File: src/tws_consts.vh
// constants for the time window scheduler
`ifndef TWS_CONSTS_VH
`define TWS_CONSTS_VH
`define TWS_ADDR_CTRL 12'h000
`define TWS_ADDR_STAT 12'h004
`define TWS_ADDR_CH_BASE 12'h010
`define TWS_ADDR_CH_STRIDE 12'h010
`define TWS_OFF_TIME_ON 4'h0
`define TWS_OFF_TIME_OFF 4'h4
`define TWS_OFF_DATE_ON 4'h8
`define TWS_OFF_DATE_OFF 4'hc
`define TWS_TIME_RST 17'h00000
`define TWS_DATE_RST 21'h0fa000
`define TWS_WDAY_RST 7'h7f
`define TWS_CTRL_EN_BIT 0
`define TWS_WDAY_LSB 24
`endif

File: src/tws_top.v
// time window scheduler with two calendar channels and ahb-lite registers
//
// Local design decisions: the register offsets and the AHB-Lite interface to the registers.
`timescale 1ns/1ps
`include "tws_consts.vh"
module tws_top (
  input wire ref_clk,
  input wire rst_n,
  input wire hsel,
  input wire [11:0] haddr,
  input wire [1:0] htrans,
  input wire hwrite,
  input wire [2:0] hsize,
  input wire [31:0] hwdata,
  input wire hready,
  output reg [31:0] hrdata,
  output reg hreadyout,
  output reg hresp,
  input wire rtc_present,
  input wire [4:0] rtc_hour,
  input wire [5:0] rtc_min,
  input wire [5:0] rtc_sec,
  input wire [2:0] rtc_wday,
  input wire [11:0] rtc_year,
  input wire [3:0] rtc_month,
  input wire [4:0] rtc_day,
  output reg [1:0] sched_out
);
  reg rst_s1_q;
  reg rst_s2_q;
  wire rst_l = rst_s2_q;
  always @(posedge ref_clk or negedge rst_n)
  begin
    if (!rst_n)
    begin
      rst_s1_q <= 1'b0;
      rst_s2_q <= 1'b0;
    end
    else
    begin
      rst_s1_q <= 1'b1;
      rst_s2_q <= rst_s1_q;
    end
  end

  // rtc inputs come from another domain: two flops each
  reg [41:0] rtc_s1_q;
  reg [41:0] rtc_s2_q;
  always @(posedge ref_clk or negedge rst_l)
  begin
    if (!rst_l)
    begin
      rtc_s1_q <= 42'h0;
      rtc_s2_q <= 42'h0;
    end
    else
    begin
      rtc_s1_q <= {rtc_present, rtc_hour, rtc_min, rtc_sec, rtc_wday, rtc_year,
        rtc_month, rtc_day};
      rtc_s2_q <= rtc_s1_q;
    end
  end

  // word taken only when two synced samples agree, so a torn update is never used
  reg [41:0] rtc_s3_q;
  reg [41:0] now_q;
  always @(posedge ref_clk or negedge rst_l)
  begin
    if (!rst_l)
    begin
      rtc_s3_q <= 42'h0;
      now_q <= 42'h0;
    end
    else
    begin
      rtc_s3_q <= rtc_s2_q;
      if (rtc_s3_q == rtc_s2_q)
        now_q <= rtc_s2_q;
    end
  end
  wire present = now_q[41];
  wire [16:0] now_time = now_q[40:24];
  wire [2:0] now_wday = now_q[23:21];
  wire [20:0] now_date = now_q[20:0];

  // ahb-lite address phase capture
  reg wr_pend_q;
  reg [11:0] addr_q;
  wire take = hsel && htrans[1] && hready;
  always @(posedge ref_clk or negedge rst_l)
  begin
    if (!rst_l)
    begin
      wr_pend_q <= 1'b0;
      addr_q <= 12'h000;
      hreadyout <= 1'b1;
      hresp <= 1'b0;
    end
    else
    begin
      if (hready)
      begin
        wr_pend_q <= take && hwrite;
        addr_q <= haddr;
      end
      hreadyout <= 1'b1;
      hresp <= 1'b0;
    end
  end

  reg enable_q;
  reg [16:0] ton_q [0:1];
  reg [16:0] toff_q [0:1];
  reg [20:0] don_q [0:1];
  reg [20:0] doff_q [0:1];
  reg [6:0] wmask_q [0:1];
  reg [1:0] prev_hit_on_q;
  reg [1:0] prev_hit_off_q;
  reg [1:0] act_q;
  wire [1:0] ch_rd_sel;
  wire [63:0] ch_rd_flat;

  always @(posedge ref_clk or negedge rst_l)
  begin
    if (!rst_l)
      enable_q <= 1'b1;
    else if (wr_pend_q && addr_q == `TWS_ADDR_CTRL)
      enable_q <= hwdata[`TWS_CTRL_EN_BIT];
  end

  genvar i;
  generate
    for (i = 0; i < 2; i = i + 1)
    begin : g_ch
      wire [31:0] base = `TWS_ADDR_CH_BASE + i * `TWS_ADDR_CH_STRIDE;
      wire sel = wr_pend_q && addr_q[11:4] == base[11:4];
      wire hit_on = now_time == ton_q[i];
      wire hit_off = now_time == toff_q[i];
      wire [6:0] wbit = 7'h01 << now_wday;
      wire day_ok = |(wbit & wmask_q[i]);
      wire date_ok = now_date >= don_q[i];
      wire date_end = (doff_q[i] >= don_q[i]) && (now_date >= doff_q[i]);
      reg [31:0] rd_word;
      assign ch_rd_sel[i] = haddr[11:4] == base[11:4];
      assign ch_rd_flat[i*32 +: 32] = rd_word;
      always @*
      begin
        rd_word = 32'h0;
        case (haddr[3:0])
          `TWS_OFF_TIME_ON: rd_word = {1'b0, wmask_q[i], 7'h0, ton_q[i]};
          `TWS_OFF_TIME_OFF: rd_word = {15'h0, toff_q[i]};
          `TWS_OFF_DATE_ON: rd_word = {11'h0, don_q[i]};
          `TWS_OFF_DATE_OFF: rd_word = {11'h0, doff_q[i]};
          default: rd_word = 32'h0;
        endcase
      end
      always @(posedge ref_clk or negedge rst_l)
      begin
        if (!rst_l)
        begin
          ton_q[i] <= `TWS_TIME_RST;
          toff_q[i] <= `TWS_TIME_RST;
          don_q[i] <= `TWS_DATE_RST;
          doff_q[i] <= `TWS_DATE_RST;
          wmask_q[i] <= `TWS_WDAY_RST;
          prev_hit_on_q[i] <= 1'b0;
          prev_hit_off_q[i] <= 1'b0;
          act_q[i] <= 1'b0;
        end
        else
        begin
          if (sel && addr_q[3:0] == `TWS_OFF_TIME_ON)
          begin
            ton_q[i] <= hwdata[16:0];
            wmask_q[i] <= hwdata[`TWS_WDAY_LSB+6:`TWS_WDAY_LSB];
          end
          if (sel && addr_q[3:0] == `TWS_OFF_TIME_OFF)
            toff_q[i] <= hwdata[16:0];
          if (sel && addr_q[3:0] == `TWS_OFF_DATE_ON)
            don_q[i] <= hwdata[20:0];
          if (sel && addr_q[3:0] == `TWS_OFF_DATE_OFF)
            doff_q[i] <= hwdata[20:0];
          prev_hit_on_q[i] <= hit_on;
          prev_hit_off_q[i] <= hit_off;
          if (!present || !enable_q)
            act_q[i] <= 1'b0;
          else if (date_end)
            act_q[i] <= 1'b0;
          else if (hit_off && !prev_hit_off_q[i])
            act_q[i] <= 1'b0;
          else if (hit_on && !prev_hit_on_q[i] && date_ok && day_ok)
            act_q[i] <= 1'b1;
        end
      end
    end
  endgenerate

  always @(posedge ref_clk or negedge rst_l)
  begin
    if (!rst_l)
      sched_out <= 2'h0;
    else
      sched_out <= act_q;
  end

  reg [31:0] rd_d;
  always @*
  begin
    rd_d = 32'h0;
    case (haddr)
      `TWS_ADDR_CTRL: rd_d = {31'h0, enable_q};
      `TWS_ADDR_STAT: rd_d = {29'h0, present, act_q};
      default:
      begin
        if (ch_rd_sel[0])
          rd_d = ch_rd_flat[31:0];
        if (ch_rd_sel[1])
          rd_d = ch_rd_flat[63:32];
      end
    endcase
  end
  always @(posedge ref_clk or negedge rst_l)
  begin
    if (!rst_l)
      hrdata <= 32'h0;
    else if (take && !hwrite)
      hrdata <= rd_d;
  end
endmodule

File: config.mk
export PLATFORM = sky130hd
export DESIGN_NAME = tws_top
export DESIGN_NICKNAME = d
export VERILOG_FILES = /design/src/tws_top.v
export VERILOG_INCLUDE_DIRS = /design/src
export SDC_FILE = /design/constraint.sdc
export NUM_CORES = 1
export LEC_CHECK = 0
export ABC_CLOCK_PERIOD_IN_PS = 12900
export BUFFER_PORTS_ARGS = -buffer_cell sky130_fd_sc_hd__buf_2
export CAP_MARGIN = 20
export CELL_PAD_IN_SITES_DETAIL_PLACEMENT = 0
export CELL_PAD_IN_SITES_GLOBAL_PLACEMENT = 1
export CORE_MARGIN = 3
export CORE_UTILIZATION = 50
export DETAILED_ROUTE_END_ITERATION = 12
export PLACE_DENSITY = 0.77
export SYNTH_ARGS = -nofsm -noshare
export SYNTH_HDL_FRONTEND = slang
export SYNTH_SLANG_ARGS = --single-unit
File: constraint.sdc
create_clock -name ref_clk -period 12.9 [get_ports ref_clk]
set_input_delay 0.645 -clock ref_clk [delete_from_list [all_inputs] [get_ports ref_clk]]
set_output_delay 0.645 -clock ref_clk [all_outputs]
set_load 0.005 [all_outputs]
==> PnR_summary.wiki, run 1 <==
{| class="wikitable"
! Metric !! Value
|-
| Crit. End Element || register
|-
| Count of flip-flops with a built-in enable after synthesis || 0
|-
| Total number of nets in the final design || between 1500 and 2000
|-
| Areal power density over the cells || roughly 130 nW/µm²
|-
| Residual DRC || 0
|-
| Last weighted congestion value of the routability-driven placer || 0.863
|-
| Maximum count of clock buffers along a single path || 3
|-
| Number of sinks handled by clock tree synthesis || between 300 and 400
|-
| Commonest non-fill, non-tap cell in the layout || dfrtp_1
|-
| Met1 capacity usage during global routing || 0.345
|-
| Crit Path Max Fanout || 25
|-
| Number of port buffers || about 120
|-
| Chip Width || 199 µm
|-
| Most used cells in the layout excluding fill and tap cells || dfrtp_1, mux2_2, ha_1
|-
| Clock-pin slew reported for the worst setup and hold paths after clock tree synthesis || 0.06 ns
|-
| Clock tree from TritonCTS || built
|-
| Type of the tightest min-delay check || in -> reg
|-
| Final HPWL from detailed placement || around 35 mm
|-
| GR Util met3 || 0.0412
|-
| Htree depth || 2
|-
| Hold Path Origin || rtc_hour[1]
|-
| Flip-flop and latch area || 9710 µm²
|-
| Number of instances in the synthesized netlist || 1475
|-
| Cell at the root of the clock tree || clkbuf_16
|-
| Number of filler instances in the final layout || 2983
|-
| Total standard cell area after synthesis || 18600 µm²
|-
| Overall global routing resource usage || 0.249
|-
| Die ar. || slightly below 40000 µm²
|-
| Maximum vdd ir drop || 0.000127 V
|-
| Maximum clock skew at final layout || 0.0124 ns
|-
| Met2 track demand over resource in global routing || 0.398
|-
| Hold Violations, Final || 0
|-
| Number of gates given a new drive strength after cts || 0
|-
| Number of cells traversed by the worst register-to-register path || 7
|-
| Destination of the worst register-to-register timing path || now_q[4]
|-
| First DRT Iteration DRCs || 785
|-
| Via density per instance || 5.77
|-
| Sequential cell area fraction in the yosys report || 0.523
|-
| Starting density of the core || 0.515
|-
| Floorplan Core Area || approximately 36000 µm²
|-
| Worst-margin pin slew || around 1.1 ns
|-
| Fmax || 0.311 GHz
|-
| Global-route wire length before repair || roughly 73 mm
|-
| Warnings, synthesis || 0
|-
| Reg-to-reg critical path startpoint || rtc_s2_q[16]
|-
| Setup TNS Final || 0 ns
|-
| Number of setup violations in the final report || 0
|-
| Multi-input logic area || between 8000 and 9000 µm²
|-
| Pins Over Slew Limit || 0
|-
| Worst-case setup slack after placement || 9.44 ns
|-
| Max-slew headroom at the worst pin || 0.275
|-
| Via count of the first global-routing pass || 12191
|-
| Global-route congestion overflow total || 0
|-
| Ratio of final minimum period to clock period || 0.249
|-
| Initial antenna violation count || 2
|-
| Async set-or-reset flop fraction in the synthesized netlist || 1.00
|-
| Type of the setup path with the least slack || reg -> reg
|-
| Shortest clock period the worst path allows after layout || about 3.2 ns
|-
| RSZ-0062 raised after global routing || false
|-
| Layer with the highest usage after global routing || met2
|-
| FF-to-FF setup slack || 9.69 ns
|-
| Detailed-route via count || 11963
|-
| Post-Route WL || around 48 mm
|-
| WL/cell || 23.1 µm
|-
| Layout-stage area growth over the synthesis result || 13.5%
|-
| Max capacitance violation total || 0
|-
| Routed Antenna Nets || 0
|-
| Count of cells along the worst hold path || 1
|-
| Row Count || 69
|-
| Worst skew pair latency || 0.56 ns
|-
| Floorplan die height || 199 µm
|-
| Average instance area after synthesis || 12.6 µm²
|-
| P_leak || 10.1 nW
|-
| Share of post-route cells with drive strength above 1 || 0.296
|-
| Worst Path Arrival || around 3.7 ns
|-
| Yosys reg bits || 386
|-
| Result of the run || finished, final reports clean
|-
| Commonest register cell after synthesis || dfrtp_1
|-
| Inserted Clock Buffers || 41
|-
| Crit path launch type || register
|-
| Required time at the worst-slack endpoint || between 10 and 15 ns
|-
| Maximum number of pins on one net before global-route repair || 174
|-
| Number of distinct library cells after synthesis || 61
|-
| Minimum setup slack in the final design || a little under 10 ns
|-
| Sink of the worst hold path || rtc_s1_q[37]
|-
| 1st-pass router iterations || 5
|-
| Top-level I/O count || 132
|}
## worst max-delay path by stage
| stage | start | endpoint | slack (ns) | cells after the start |
|---|---|---|---|---|
| after floorplan | rst_l | act_q[0] | 1.41 | 0 |
| after global placement | rtc_s2_q[16] | now_q[22] | 9.35 | 6 |
| after detailed placement | haddr[1] | hrdata[1] | 9.44 | 7 |
| after CTS | rtc_s2_q[16] | now_q[12] | 9.62 | 7 |
| after global routing | rtc_s2_q[16] | now_q[4] | 9.61 | 7 |
| final | rtc_s2_q[16] | now_q[4] | 9.69 | 7 |
## layer usage
| metal | vias to the layer above | routed length [µm] |
|---|---|---|
| li1 | 5488 | - |
| met1 | 6076 | 21200 |
| met2 | 321 | 22400 |
| met3 | 78 | 2700 |
| met4 | 0 | 1630 |
| met5 | - | 0 |
## area by class of cell
| type | count | area share |
|---|---|---|
| Inverter | 90 | 0.0160 |
| Timing Repair Buffer | 128 | 0.0330 |
| Antenna cell | 2 | 0.000237 |
| Clock buffer | 50 | 0.0551 |
| Multi-Input combinational cell | 931 | 0.391 |
| Sequential cell | 386 | 0.461 |
| Tap cell | 461 | 0.0274 |
| Clock inverter | 25 | 0.0166 |
## report_power, final
part           switching [W]  leakage (nW)  internal [W]  total [W]
registers          0.0000480          4.64       0.00127    0.00132
clock network       0.000493         0.743      0.000803    0.00130
logic               0.000105          4.73     0.0000804   0.000186
## synth_stat cells (4+ instances only)
master	number	area, µm²
dfrtp_1	347	8680
mux2_2	181	2040
ha_1	126	1580
inv_1	90	338
xor2_1	82	718
a21oi_1	74	370
mux2i_1	48	480
nand2_1	46	173
clkbuf_1	45	169
mux2_4	40	601
dfstp_2	39	1020
o21ai_0	36	180
a22oi_1	30	225
nand4_1	29	181
nor2_1	28	105
xnor2_1	28	245
a21o_1	24	180
nor4_1	23	144
o22ai_1	19	119
nand3_1	17	85.1
a22o_1	14	123
buf_2	10	50.1
nor3_1	9	45.0
buf_1	8	30.0
buf_4	6	45.0
a211oi_1	5	37.5
a31oi_1	5	31.3
a2111oi_0	4	35.0
buf_6	4	45.0
nor2b_1	4	25.0
o21ai_1	4	20.0
o32a_1	4	40.0
## per-stage QoR
stage | util | total power, W | std cells | hold WS [ns] | area, µm²
final | 0.584 | 0.00280 | 2073 | 0.185 | 21100
after CTS | 0.584 | 0.00283 | 2071 | 0.153 | 21100
after floorplan | - | 0.00145 | 1480 | 0.331 | 18600
after detailed placement | 0.542 | 0.00152 | 1995 | 0.335 | 19500
after global placement | 0.541 | 0.00152 | 1994 | 0.334 | 19500
after global routing | 0.584 | 0.00291 | 2071 | 0.167 | 21100
## timing repair
action                                 in CTS  in global routing
hold buffers                                1                  0
setup buffers                               0                  0
endpoints found under the hold margin       2                  0
## sequential cells by signal (all words and copies together) (netlist names), 12 cells and up
signal / count
doff_q: 42
don_q: 42
now_q: 42
rtc_s1_q: 42
rtc_s2_q: 42
rtc_s3_q: 42
toff_q: 34
ton_q: 34
hrdata: 28
wmask_q: 14
addr_q: 12
## cell families after synthesis
kind of cell / share of synthesized area
compound gates: 0.0825
xor+xnor: 0.0519
fa+ha+maj: 0.0849
buf+inv: 0.0365
flops: 0.523
mux: 0.170
other cells: 0.000404
simple gates: 0.0505
## critical path: stages (launching register included)
cell and delay, ns:
dfrtp_1 0.40, xor2_1 0.22, nor4_1 0.54, nand4_1 0.30, nor4_2 0.45, nand4_4 0.47
buf_12 0.38, mux2_4 0.32
Note: power is estimated with default switching activity, not from simulation.
==> run 2: changes to the inputs <==
ABC_AREA = 1   (was default)
ABC_CLOCK_PERIOD_IN_PS = 3150   (was 12900)
CORE_UTILIZATION = 46   (was 50)
clock period = 3.15 ns   (was 12.9 ns; I/O delays follow)
==> run 2 against run 1 <==
Non-clock buffer count is 93 higher. Maximum frequency is 53% higher. Design area is 9.3% higher. Power grew to 4.0 times the previous value. Worst setup slack worse by 8.6 ns. Wire length is 20% higher. Global-route usage is 1.0 points higher. Clock skew is 0.013 ns higher. Die area is 14% higher. Critical path type unchanged. Critical endpoint is now now_q[40]. Largest power group is now the clock network.
==> PnR_summary.wiki, run 2 <==
{| class="wikitable"
! Metric !! Value
|-
| Global-route wire length before repair || 89.1 mm
|-
| Simple-gate portion of the synthesized area || 0.235
|-
| Detailed-route via count || 16171
|-
| Commonest register cell after synthesis || dfrtp_1
|-
| Hold Violations, Final || 0
|-
| Number of distinct library cells after synthesis || 38
|-
| Global-route congestion overflow total || 0
|-
| Flip-flop and latch area || 9710 µm²
|-
| Setup TNS Final || 0 ns
|-
| Yosys reg bits || 386
|-
| Type of the tightest min-delay check || in -> reg
|-
| Cell seen most often among critical-path stages || nand2_1
|-
| Cell types with the largest area share after synthesis || dfrtp_1, nand2_1, ha_1, inv_1, dfstp_2
|-
| Sequential cell area fraction in the yosys report || 0.495
|-
| Worst-case setup slack after placement || between 0.9 and 1 ns
|-
| Floorplan Core Area || about 42000 µm²
|-
| Layout-stage area growth over the synthesis result || 17.3%
|-
| Most instantiated cells after synthesis || nand2_1, dfrtp_1, inv_1
|-
| Library cell with the largest summed area after synthesis || dfrtp_1
|-
| Delay of the slowest critical-path stage || 0.41 ns
|-
| Mux cell area share after synthesis || 0
|-
| Critical-path cell with the highest stage delay || dfrtp_1
|-
| Compound-Gate Fraction of Synth Area || 0.0916
|-
| RSZ-0062 raised after global routing || false
|-
| Max-slew headroom at the worst pin || 0.535
|-
| Via density per instance || 5.08
|-
| XOR/XNOR share of the synthesized area || 0.0196
|-
| Floorplan die height || between 200 and 250 µm
|-
| Crit path launch type || register
|-
| Routed Antenna Nets || 0
|-
| Chip Width || 213 µm
|-
| Worst skew pair latency || 0.58 ns
|-
| Residual DRC || 0
|-
| Die ar. || 45200 µm²
|-
| Async set-or-reset flop fraction in the synthesized netlist || 1.00
|-
| Worst-margin pin slew || about 0.70 ns
|-
| Top-level I/O count || 132
|-
| Yosys top cell area share || 0.442
|-
| Starting density of the core || 0.467
|-
| Fmax || about 0.48 GHz
|-
| Row Count || 75
|-
| Crit-path leading delay family || simple AND/OR/NAND/NOR gates
|-
| Warnings, synthesis || 0
|-
| Clock-pin slew reported for the worst setup and hold paths after clock tree synthesis || 0.06 ns
|-
| Shortest clock period the worst path allows after layout || 2.10 ns
|-
| Last weighted congestion value of the routability-driven placer || 0.899
|-
| Htree depth || 2
|-
| Clock tree from TritonCTS || built
|-
| Most used cells in the layout excluding fill and tap cells || nand2_1, dfrtp_1, inv_1
|-
| Count of flip-flops with a built-in enable after synthesis || 0
|-
| Number of setup violations in the final report || 0
|-
| Main combinational cell family by area after synthesis || simple AND/OR/NAND/NOR gates
|-
| Ant. Diodes || 0
|-
| Share of post-route cells with drive strength above 1 || 0.106
|-
| Initial antenna violation count || 0
|-
| Final HPWL from detailed placement || 42.7 mm
|-
| WL/cell || 18.0 µm
|-
| Maximum number of pins on one net before global-route repair || 76
|-
| Number of instances in the synthesized netlist || 2417
|-
| Maximum vdd ir drop || 0.000480 V
|-
| Crit. End Element || register
|-
| Areal power density over the cells || just under 500 nW/µm²
|-
| Result of the run || finished, final reports clean
|-
| Number of filler instances in the final layout || 3949
|-
| Crit-path cells || or2_1, a21oi_1, nand3_1, nor2_1, nand2_2, nor2_8, nand2_4, nand2_1, nand2_1
|-
| Minimum setup slack in the final design || 1.05 ns
|-
| Multi-input logic area || 8400 µm²
|-
| Maximum count of clock buffers along a single path || 3
|-
| Total buffers and inverters traversed by the critical path || 0
|-
| Share of synthesized cell area in full adder, half adder and majority cells || 0.0803
|-
| Top-count cell post-synth || nand2_1
|-
| Max capacitance violation total || 0
|-
| Inserted Clock Buffers || 44
|-
| Type of the setup path with the least slack || reg -> reg
|-
| Via count of the first global-routing pass || 15671
|-
| Ratio of final minimum period to clock period || 0.665
|-
| First DRT Iteration DRCs || 1186
|-
| Total number of nets in the final design || between 2000 and 3000
|-
| Crit Path Max Fanout || 42
|-
| Post-Route WL || 57.4 mm
|-
| Number of sinks handled by clock tree synthesis || slightly below 400
|-
| 1st-pass router iterations || 6
|-
| Worst Path Arrival || 2.55 ns
|-
| Cell at the root of the clock tree || clkbuf_16
|-
| Maximum clock skew at final layout || 0.0257 ns
|-
| P_leak || 13.4 nW
|-
| Required time at the worst-slack endpoint || about 3.6 ns
|-
| Commonest non-fill, non-tap cell in the layout || nand2_1
|-
| Number of port buffers || 117
|-
| Total standard cell area after synthesis || ~20000 µm²
|-
| Average instance area after synthesis || 8.12 µm²
|-
| Pins Over Slew Limit || 0
|-
| Overall global routing resource usage || 0.259
|}
-- run 2: kinds of logic (layout without fill, tap and decap cells) --
family,count (synthesis),in the layout
buffers and inverters,386,606
flip-flops,386,386
AND/OR/NAND/NOR,1138,1138
AO/OA/AOI/OAI,335,335
other,2,7
adder cells (fa/ha/maj),126,126
XOR/XNOR,44,44
-- run 2: cell type report --
type                       count  area share
sequential                   386       0.422
multi-input combinational   1650       0.365
timing repair buffer         221      0.0694
clock buffer                  59      0.0543
inverter                     303      0.0494
tap                          539      0.0293
clock inverter                23      0.0114
-- run 2: tightest hold or removal path, cell delays in order --
cell and delay (ns):
buf_2 0.10, inv_1 0.13, o21ai_1 0.16
-- run 2: power by group --
| group | internal, W | leakage, nW | total [W] | switching, W |
|---|---|---|---|---|
| combinational | 0.000221 | 8.43 | 0.000563 | 0.000342 |
| sequential | 0.00508 | 4.27 | 0.00517 | 0.0000864 |
| clock | 0.00321 | 0.745 | 0.00534 | 0.00214 |
| total | 0.00851 | 13.4 | 0.0111 | 0.00257 |
-- run 2: stage by stage --
stage	hold slack (ns)	instance area [µm²]	total power, W	cells	util
finish	0.0240	23000	0.0111	3181	0.548
global route	0.0207	23000	0.0115	3181	0.548
CTS	0.000707	23000	0.0112	3181	0.548
detailed placement	-0.0543	20800	0.00576	3026	0.495
global placement	-0.0577	20800	0.00574	3026	0.495
floorplan	-0.138	19700	0.00552	2422	-
-- run 2: repair_timing --
action,4_1_cts,5_1_grt
setup buffers,0,0
endpoints found under the setup margin,0,0
hold endpoints to repair,93,0
gates resized for setup,0,0
hold buffers,73,0
-- run 2: worst paths after layout --
| kind | from | end | slack, ns | cells past startpoint |
|---|---|---|---|---|
| max | rtc_s2_q[15] | now_q[40] | 1.05 | 9 |
| min | hwdata[6] | toff_q[6] | 0.02 | 3 |
| max reg2reg | rtc_s2_q[15] | now_q[40] | 1.05 | 9 |
| min reg2reg | rtc_s1_q[3] | rtc_s2_q[3] | 0.34 | 0 |
| max in group asynchronous | rst_l | don_q[15] | 1.87 | 1 |
| min in group asynchronous | rst_l | now_q[14] | 0.36 | 0 |
-- run 2: per-layer routing --
layer | wire length (µm) | share of wire | global-route usage | vias to the layer above
met5 | 0 | 0 | 0 | -
met4 | 1870 | 0.033 | 0.0881 | 0
met3 | 3470 | 0.060 | 0.0416 | 89
met2 | 25800 | 0.45 | 0.411 | 460
met1 | 26200 | 0.46 | 0.365 | 7552
li1 | - | - | - | 8070
